[config.mk]
export PLATFORM = sky130hd
export DESIGN_NAME = tcr_test_configuration
export DESIGN_NICKNAME = d
export VERILOG_FILES = /design/src/rtl/tcr_test_configuration.v
export VERILOG_INCLUDE_DIRS = /design/src /design/src/shared
export SDC_FILE = /design/constraint.sdc
export NUM_CORES = 1
export LEC_CHECK = 0
export BUFFER_PORTS_ARGS = -buffer_cell sky130_fd_sc_hd__buf_2
export CORE_MARGIN = 4
export CORE_UTILIZATION = 31
export DETAILED_ROUTE_END_ITERATION = 8
export PLACE_DENSITY = 0.59
export SKIP_CTS_REPAIR_TIMING = 1
export SLEW_MARGIN = 40
export SYNTH_ARGS = -nofsm -noshare
export SYNTH_HDL_FRONTEND = slang
export SYNTH_SLANG_ARGS = --single-unit
[constraint.sdc]
create_clock -name sys_clk -period 3.65 [get_ports sys_clk]
set_input_delay 0.73 -clock sys_clk [delete_from_list [all_inputs] [get_ports sys_clk]]
set_output_delay 0.73 -clock sys_clk [all_outputs]
set_load 0.03 [all_outputs]
[src/shared/tcr_regs.vh]
// Register offsets, field positions and reset values of the test configuration block
`ifndef TCR_REGS_VH
`define TCR_REGS_VH
`define TCR_OFS_INDEX 8'h1e
`define TCR_ADDR_TSTCFG 12'h078
`define TCR_WIDTH 16
`define TCR_RST_VALUE 16'h0000
`define TCR_RSVD_HI_MSB 15
`define TCR_RSVD_HI_LSB 12
`define TCR_REG_TEST_MSB 11
`define TCR_REG_TEST_LSB 8
`define TCR_BIT_INHIBIT 7
`define TCR_BIT_POR_TEST 6
`define TCR_BIT_RSVD5 5
`define TCR_BIT_SQUEEZE 4
`define TCR_BIT_RSVD3 3
`define TCR_BIT_PUMP_MON 2
`define TCR_BIT_RSVD1 1
`define TCR_BIT_MODULE_MON 0
`define TCR_WRITE_MASK 16'h0fd5
`define TCR_BAL_ENABLE_REG_ADDR 12'h080
`endif

[src/rtl/tcr_test_configuration.v]
// Test configuration register bank with APB slave and control outputs
`timescale 1ns/1ns
`include "tcr_regs.vh"

////////////////////////////////////////////////////////////////////////////////
// Summary of operation
// - Bits 15:12 reserved; host writes zero, reads always return zero.
// - Bits 11:8 drive the core regulator test; zero means normal.
// - Inhibit bit 7 stops valid packets restarting the comm timeout counter.
// - Bit 6 armed: digital die por trip forces shutdown.
// - Clearing bit 6 does not disarm; only entering shutdown disarms.
// - Bit 4 connects squeeze resistors and redirects balancing enable register.
// - Squeeze on: enable bits drive squeeze resistors; off: balancing outputs.
// - Bit 2 high enables the charge-pump monitor, low disables it.
// - Bit 0 high enables the module voltage monitor, low disables it.
module tcr_test_configuration #(
  parameter CHANNELS = 16
) (
  input wire sys_clk,
  input wire rst,
  input wire psel,
  input wire penable,
  input wire pwrite,
  input wire [11:0] paddr,
  input wire [31:0] pwdata,
  input wire [3:0] pstrb,
  output wire pready,
  output reg [31:0] prdata,
  output wire pslverr,
  input wire valid_packet,
  input wire por_trip_pin,
  input wire [CHANNELS-1:0] balancing_enable_register,
  output wire comm_counter_restart,
  output wire shutdown_request,
  input wire shutdown_entered,
  output reg [3:0] core_regulator_test_select,
  output reg comm_counter_reset_inhibit,
  output reg sense_squeeze_enable,
  output reg negative_pump_monitor_enable,
  output reg module_voltage_monitor_enable,
  output reg [CHANNELS-1:0] balance_drive,
  output reg [CHANNELS-1:0] squeeze_drive
);

  ////////////////////////////////////////////////////////////////////////////////
  // Register storage
  reg [15:0] cfg_ff;
  reg [15:0] nxt_cfg;
  reg por_armed_ff;
  reg nxt_por_armed;
  reg por_sync1_ff;
  reg por_sync2_ff;
  reg shut_sync1_ff;
  reg shut_sync2_ff;
  reg [31:0] nxt_prdata;
  wire sel_cfg;
  wire wr_en;
  wire rd_setup;

  ////////////////////////////////////////////////////////////////////////////////
  // Decode and data helpers

  // Only the one aligned word of this register answers
  function tcr_hit;
    input [11:0] addr;
    begin
      tcr_hit = (addr == `TCR_ADDR_TSTCFG);
    end
  endfunction

  // Merge written bytes; the word at index 0x1e (byte address 0x078) holds the register in lanes 0 and 1
  function [15:0] tcr_merge;
    input [15:0] old_val;
    input [15:0] new_val;
    input [1:0] strb;
    begin
      tcr_merge = old_val;
      if (strb[0]) tcr_merge[7:0] = new_val[7:0];
      if (strb[1]) tcr_merge[15:8] = new_val[15:8];
      tcr_merge = tcr_merge & `TCR_WRITE_MASK;
    end
  endfunction

  // Register sits in the low half of the bus word; other addresses read zero
  function [31:0] tcr_read_word;
    input hit;
    input [15:0] val;
    begin
      tcr_read_word = {32{1'b0}};
      if (hit) begin
        tcr_read_word[`TCR_WIDTH-1:0] = val;
      end
    end
  endfunction

  assign sel_cfg = tcr_hit(paddr);
  assign wr_en = psel & penable & pwrite & sel_cfg;
  assign rd_setup = psel & ~penable & ~pwrite;

  ////////////////////////////////////////////////////////////////////////////////
  // Bus handshake
  // Read data is captured in the setup cycle, so the access phase needs no wait state
  assign pready = 1'b1;
  assign pslverr = 1'b0;

  ////////////////////////////////////////////////////////////////////////////////
  // Pin synchronisers; only the second stage feeds any logic
  always @(posedge sys_clk) begin
    if (rst) begin
      por_sync1_ff <= 1'b0;
      por_sync2_ff <= 1'b0;
      shut_sync1_ff <= 1'b0;
      shut_sync2_ff <= 1'b0;
    end else begin
      por_sync1_ff <= por_trip_pin;
      por_sync2_ff <= por_sync1_ff;
      shut_sync1_ff <= shutdown_entered;
      shut_sync2_ff <= shut_sync1_ff;
    end
  end

  ////////////////////////////////////////////////////////////////////////////////
  // Configuration word
  always @* begin
    nxt_cfg = cfg_ff;
    if (wr_en) begin
      nxt_cfg = tcr_merge(cfg_ff, pwdata[15:0], pstrb[1:0]);
    end
  end

  always @(posedge sys_clk) begin
    if (rst) begin
      cfg_ff <= `TCR_RST_VALUE;
    end else begin
      cfg_ff <= nxt_cfg;
    end
  end

  ////////////////////////////////////////////////////////////////////////////////
  // Shutdown arming
  // Arming sticks through later clears of bit 6; the shutdown acknowledge drops it.
  // Acknowledge wins over a same-cycle arm, since arming ends on shutdown.
  always @* begin
    nxt_por_armed = por_armed_ff;
    if (nxt_cfg[`TCR_BIT_POR_TEST]) begin
      nxt_por_armed = 1'b1;
    end
    if (shut_sync2_ff) begin
      nxt_por_armed = 1'b0;
    end
  end

  always @(posedge sys_clk) begin
    if (rst) begin
      por_armed_ff <= 1'b0;
    end else begin
      por_armed_ff <= nxt_por_armed;
    end
  end

  ////////////////////////////////////////////////////////////////////////////////
  // Read path, held in a flip-flop from the setup cycle through the access phase
  always @* begin
    nxt_prdata = prdata;
    if (rd_setup) begin
      nxt_prdata = tcr_read_word(sel_cfg, cfg_ff);
    end
  end

  always @(posedge sys_clk) begin
    if (rst) begin
      prdata <= {32{1'b0}};
    end else begin
      prdata <= nxt_prdata;
    end
  end

  ////////////////////////////////////////////////////////////////////////////////
  // Controls, registered so they never glitch while a write settles
  always @(posedge sys_clk) begin
    if (rst) begin
      core_regulator_test_select <= 4'h0;
      comm_counter_reset_inhibit <= 1'b0;
      sense_squeeze_enable <= 1'b0;
      negative_pump_monitor_enable <= 1'b0;
      module_voltage_monitor_enable <= 1'b0;
    end else begin
      core_regulator_test_select <= cfg_ff[`TCR_REG_TEST_MSB:`TCR_REG_TEST_LSB];
      comm_counter_reset_inhibit <= cfg_ff[`TCR_BIT_INHIBIT];
      sense_squeeze_enable <= cfg_ff[`TCR_BIT_SQUEEZE];
      negative_pump_monitor_enable <= cfg_ff[`TCR_BIT_PUMP_MON];
      module_voltage_monitor_enable <= cfg_ff[`TCR_BIT_MODULE_MON];
    end
  end

  // Each enable bit goes to exactly one of the two drives, never both
  always @(posedge sys_clk) begin
    if (rst) begin
      balance_drive <= {CHANNELS{1'b0}};
      squeeze_drive <= {CHANNELS{1'b0}};
    end else begin
      if (cfg_ff[`TCR_BIT_SQUEEZE]) begin
        squeeze_drive <= balancing_enable_register;
        balance_drive <= {CHANNELS{1'b0}};
      end else begin
        squeeze_drive <= {CHANNELS{1'b0}};
        balance_drive <= balancing_enable_register;
      end
    end
  end

  ////////////////////////////////////////////////////////////////////////////////
  // Comm counter and shutdown outputs
  // Valid packets restart the timeout counter unless inhibited
  assign comm_counter_restart = valid_packet & ~cfg_ff[`TCR_BIT_INHIBIT];
  assign shutdown_request = por_armed_ff & por_sync2_ff;

endmodule // tcr_test_configuration

==> results_dict.tcl, run 1 <==
set metrics [dict create \
    grt_pass1_wl_um 7150 \
    synth_top_area_share_pct 59.3 \
    power_density_nw_per_um2 478 \
    hpwl_um 3430 \
    pin_count 148 \
    synth_area_um2 2130 \
    h-tree-depth 3 \
    yosysWarnings 0 \
    rows 29 \
    grt_setup_unrepaired "false" \
    yosys-top-cells-area "dfxtp_1 59%, and2_1 9.7%, buf_4 8.8%" \
    slew_headroom_pct 59.9 \
    startpoint_type "input pin" \
    rr_endpoint "squeeze_drive[1]" \
    hold_path.class "reg2reg" \
    cts_made_buffers 9 \
    worstPathArrival_ns 2.43 \
    worstSkewPairLatency_ns 0.33 \
    peakVddDrop_uv 260 \
    ant_nets 0 \
    outcome "finished, final reports clean" \
    port_buffers 97 \
    syn_inst 190 \
    n_antenna_cell 0 \
    cp-end-kind "register" \
    drive_gt1_share_pct 41.0 \
    root_buffer "clkbuf_8" \
    drt-total-wl_um 4700 \
    synth_cell_types 17 \
    synth-edff-count 0 \
    overflow 0 \
    r2r_setup_slack_ns 2.49 \
    cp_max_fo 5 \
    grt_pass1_vias 1455 \
    final_area_um2 2760 \
    ys.flop_type "dfxtp_1" \
    yosysTopAreaCell "dfxtp_1" \
    die_x_um 90.8 \
    period_minus_slack_ns 2.25 \
    area_growth_syn_to_layout_pct 29.8 \
    crit_end "por_armed_ff" \
    path_depth 5 \
    avgRoutedWirePerCell_um 12.6 \
    clk_pin_slew_ns 0.06 \
    setup_viol 0 \
    grt_usage_pct 11.2 \
    dpl_cell_area_um2 2600 \
    cap_violations 0 \
    start_util_pct 32.7 \
    synth-seq-area-share_pct 59.3 \
    hold_viol 0 \
    crit_required_ns 3.84 \
    fin_tns_setup_ns 0 \
    cp-startpoint "paddr[11]" \
    first_pass_iters 4 \
    drc 0 \
    crit_chain "buf_2 -> or4b_4 -> nor4_4 -> mux2i_1 -> a211oi_2" \
    fin_crit_sh_pct 61.5 \
    core_area_um2 6490 \
    cpPeakStageDelay_ns 0.61 \
    clock_skew_ns 0.00495 \
    p_leak_nw 1.35 \
    critPathKind "in2reg" \
    final_net_count 363 \
    crit_family "simple AND/OR/NAND/NOR gates" \
    die_y_um 90.8 \
    vias 1522 \
    fmax_mhz 445 \
    gp_congestion 0.696 \
    die_area_um2 8250 \
    worstMarginPinSlew_ns 0.597 \
    final_max_slew_viol_count 0 \
    ys_top_cells_by_count "63 x dfxtp_1, 33 x and2_1, 25 x buf_4" \
    antenna_found_initial 0 \
    vias_per_cell 4.09 \
    synthMostInstantiatedCell "dfxtp_1" \
    ys_async_sr_fraction_pct 0 \
    cp_slowest_cell "nor4_4" \
    synth-seq-cells 63 \
    cts.path.max_buffers 2 \
    cts_tree "built" \
    drt-initial-drc-count 35 \
    r2r_cells 2 \
    syn_avg_cell_area_um2 11.2 \
    timing.rr.start "cfg_ff[4]" \
    critical_path_buf_inv_count 1 \
    grt_max_degree 33 \
    cts.sinks 63 \
]
==> flip-flops by register name, summed over array words and instances, names as in the netlist, 4 cells and up <==
register,count
balance_drive,16
cfg_ff,9
prdata,9
core_regulator_test_select,4
squeeze_drive,16
==> placed cells by master (no fill, tap or decap), drive strengths merged, types with 2 or more instances in the layout <==
cell    Yosys  layout
buf        25      98
a22oi       9       9
clkinv      0       3
nor2       19      19
nand4       2       2
and2       33      33
mux2i       9       9
dfxtp      63      63
nor4        3       3
or4b        2       2
nor2b      13      13
clkbuf      6      11
conb        2      25
==> worst min-delay path by stage <==
stage                             start            to  depth (start not counted)
final                     shut_sync2_ff  por_armed_ff                          1
after global routing      shut_sync2_ff  por_armed_ff                          1
after CTS                 shut_sync2_ff  por_armed_ff                          1
after detailed placement  shut_sync2_ff  por_armed_ff                          1
after global placement    shut_sync2_ff  por_armed_ff                          1
after floorplan           shut_sync2_ff  por_armed_ff                          1
==> layer usage <==
layer / track usage (%) / wire [um]
met5: 0 / 0
met3: 5.17 / 378
met1: 11.8 / 1870
met2: 18.8 / 2410
met4: 5.28 / 42
==> logic make-up (layout without fill, tap and decap cells) <==
kind of cell           after synthesis  after routing  synth area share, %
and+or+nand+nor                     74             74                 22.3
DFF                                 63             63                 59.3
buffers and inverters               32            114                 10.1
AOI/OAI and AO/OA                   10             10                 3.76
muxes                                9              9                 4.24
other                                2             25                0.353
==> final cells by class <==
class | instances | area, um^2
Clock buffer | 11 | 141
Clock inverter | 4 | 22.5
Fill cell | 672 | 3730
Inverter | 1 | 3.75
Multi-Input combinational cell | 118 | 743
Sequential cell | 63 | 1260
Tap cell | 77 | 96.3
Timing Repair Buffer | 98 | 493
==> metrics by stage <==
| stage | power [mW] | util, % | setup WS [ns] | std cells | hold WS, ns |
|---|---|---|---|---|---|
| 3_5_place_dp | 0.829 | 40.0 | 1.02 | 357 | 0.386 |
| 2_1_floorplan | 0.810 | - | 1.37 | 213 | 0.382 |
| 3_3_place_gp | 0.828 | 39.9 | 1.02 | 357 | 0.383 |
| 6_report | 1.32 | 42.5 | 1.40 | 372 | 0.389 |
| 4_1_cts | 1.35 | 42.5 | 1.38 | 372 | 0.393 |
| 5_1_grt | 1.39 | 42.5 | 1.34 | 372 | 0.410 |
==> report_power, final <==
part           leakage (nW)  switching, mW  internal [mW]
logic                 0.756         0.0796         0.0321
registers             0.513        0.00232          0.699
clock network        0.0850          0.251          0.258
Note: power is estimated with default switching activity, not from simulation.
==> run 2: changes to the inputs <==
--- a/config.mk
+++ b/config.mk
@@ -6,11 +6,12 @@
 export SDC_FILE = /design/constraint.sdc
 export NUM_CORES = 1
 export LEC_CHECK = 0
+export ABC_AREA = 1
 export BUFFER_PORTS_ARGS = -buffer_cell sky130_fd_sc_hd__buf_2
 export CORE_MARGIN = 4
 export CORE_UTILIZATION = 31
 export DETAILED_ROUTE_END_ITERATION = 8
-export PLACE_DENSITY = 0.59
+export PLACE_DENSITY = 0.58
 export SKIP_CTS_REPAIR_TIMING = 1
 export SLEW_MARGIN = 40
 export SYNTH_ARGS = -nofsm -noshare
==> constraint.sdc (replaced) <==
create_clock -name sys_clk -period 2.33 [get_ports sys_clk]
set_input_delay 0.466 -clock sys_clk [delete_from_list [all_inputs] [get_ports sys_clk]]
set_output_delay 0.466 -clock sys_clk [all_outputs]
set_load 0.03 [all_outputs]
==> results_dict.tcl, run 2 <==
set metrics [dict create \
    yosysTopAreaCell "dfxtp_1" \
    p_clk_share_pct 43.9 \
    drt-initial-drc-count 31 \
    rows 30 \
    ys_top_cells_by_count "66 x nor2_1, 63 x dfxtp_1, 38 x inv_1" \
    rr_endpoint "squeeze_drive[9]" \
    r2r_setup_slack_ns 1.27 \
    antenna_found_initial 0 \
    critPathKind "reg2out" \
    die_y_um 93.1 \
    grt_setup_unrepaired "false" \
    yosys-top-cells-area "dfxtp_1 56%, nor2_1 11%, buf_4 8.7%" \
    synth_cell_types 22 \
    root_buffer "clkbuf_8" \
    place_ws_ns 0.774 \
    start_util_pct 32.5 \
    cts.path.max_buffers 2 \
    final_max_slew_viol_count 0 \
    grt_max_degree 19 \
    p_sw_share_pct 23.2 \
    timing.rr.start "cfg_ff[4]" \
    final_cell_mix "97 x buf_2, 66 x nor2_1, 63 x dfxtp_1, 38 x inv_1, 35 x nand2_1" \
    outcome "finished, final reports clean" \
    gp_congestion 0.736 \
    cts_tree "built" \
    setup_viol 0 \
    drt-total-wl_um 4850 \
    hold_path.class "in2reg" \
    cap_violations 0 \
    avgRoutedWirePerCell_um 10.4 \
    final_net_count 439 \
    p_int_mw 1.82 \
    die_area_um2 8670 \
    cp_slowest_cell "dfxtp_1" \
    hold-path-cell-count 3 \
    overflow 0 \
    ant_nets 0 \
    cpPeakStageDelay_ns 0.33 \
    grt_pass1_vias 1662 \
    fin_tns_setup_ns 0 \
    hp-start "por_trip_pin" \
    period_minus_slack_ns 1.42 \
    fillers 759 \
    grt_pass1_wl_um 7440 \
    cp-end-kind "output pin" \
    synth-seq-area-share_pct 56.2 \
    crit_chain "nor2_1 -> buf_2" \
    synth_area_um2 2250 \
    cp_max_fo 3 \
    peakVddDrop_uv 253 \
    combPwrFrac_pct 9.3 \
    synth_top_area_share_pct 56.2 \
    r2r_cells 4 \
    n_antenna_cell 0 \
    syn_avg_cell_area_um2 8.48 \
    pin_count 148 \
    worstMarginPinSlew_ns 0.550 \
    worstPathArrival_ns 0.95 \
    hold_viol 0 \
    final_common_cell "buf_2" \
    vias_per_cell 3.81 \
    h-tree-depth 3 \
    die_x_um 93.1 \
    cts_made_buffers 9 \
    slew_headroom_pct 63.2 \
    vias 1781 \
    fin_crit_sh_pct 60.9 \
    fin_ws_ns 0.910 \
    ys_async_sr_fraction_pct 0 \
    area_growth_syn_to_layout_pct 31.1 \
    p_sw_mw 0.549 \
    first_pass_iters 4 \
    worstHoldEndpoint "por_sync1_ff" \
    top_regs "balance_drive: 16 flops, squeeze_drive: 16 flops" \
    power_density_nw_per_um2 806 \
    drc 0 \
    startpoint_type "register" \
    worstSkewPairLatency_ns 0.33 \
    grt_usage_pct 11.3 \
    p_leak_nw 1.61 \
    syn_inst 265 \
    p_seq_share_pct 46.7 \
    synthMostInstantiatedCell "nor2_1" \
    cts.sinks 63 \
    drive_gt1_share_pct 34.9 \
    crit_required_ns 1.86 \
    yosysWarnings 0 \
    clk_pin_slew_ns 0.07 \
    ys.flop_type "dfxtp_1" \
    synth-edff-count 0 \
    synth-seq-cells 63 \
    port_buffers 97 \
    clock_skew_ns 0.00991 \
    core_area_um2 6910 \
    dpl_cell_area_um2 2720 \
    hpwl_um 3660 \
    fmax_mhz 704 \
    final_area_um2 2950 \
]
==> run 2: logic make-up (layout without fill, tap and decap cells) <==
group           count (synthesis)  after routing  share of synthesized area, %
other cells                     2             25                         0.334
buf+inv                        69            153                          16.7
compound gates                 20             20                          6.07
flops                          63             63                          56.2
simple gates                  111            111                          20.8
==> run 2: worst max-delay path by stage <==
stage | start | endpoint | cells after the start
2_1_floorplan | valid_packet | comm_counter_restart | 2
3_3_place_gp | paddr[11] | cfg_ff[4] | 6
3_5_place_dp | paddr[11] | cfg_ff[4] | 6
4_1_cts | por_armed_ff | shutdown_request | 3
5_1_grt | por_armed_ff | shutdown_request | 3
6_report | cfg_ff[7] | comm_counter_restart | 2
==> run 2: critical path: cells and delay by family, from the launching register on <==
kind,cells,cell delay (ns)
buf+inv,1,0.20
flops,1,0.33
simple gates,1,0.09
==> run 2: per-stage QoR <==
step / power [mW] / util, % / std cells / hold WS (ns)
6_report: 2.37 / 42.6 / 468 / 0.343
3_5_place_dp: 1.36 / 39.4 / 452 / 0.397
2_1_floorplan: 1.32 / - / 288 / 0.388
4_1_cts: 2.41 / 42.6 / 468 / 0.319
5_1_grt: 2.47 / 42.6 / 468 / 0.329
3_3_place_gp: 1.35 / 39.4 / 452 / 0.394
==> run 2: final cells by class <==
class	instances	area (um^2)	share of cell area [%]
tap	96	120	4.08
sequential	63	1260	42.8
timing repair buffer	99	500	17.0
clock buffer	13	159	5.40
inverter	38	143	4.84
multi-input combinational	156	697	23.7
clock inverter	3	65.1	2.21
==> run 2: power by group through the flow <==
stage | combinational (mW) | clock (mW) | sequential [mW]
5_1_grt | 0.241 | 1.12 | 1.11
3_3_place_gp | 0.221 | 0 | 1.13
3_5_place_dp | 0.223 | 0 | 1.13
6_report | 0.222 | 1.04 | 1.11
2_1_floorplan | 0.136 | 0 | 1.18
4_1_cts | 0.223 | 1.08 | 1.11
==> run 2: routing by layer <==
metal / routed length, um / global-route usage (%) / part of all wire, %
met1: 2060 / 12.1 / 43
met2: 2200 / 18.4 / 45
met3: 509 / 5.31 / 10
met4: 72 / 5.86 / 1.5
met5: 0 / 0 / 0
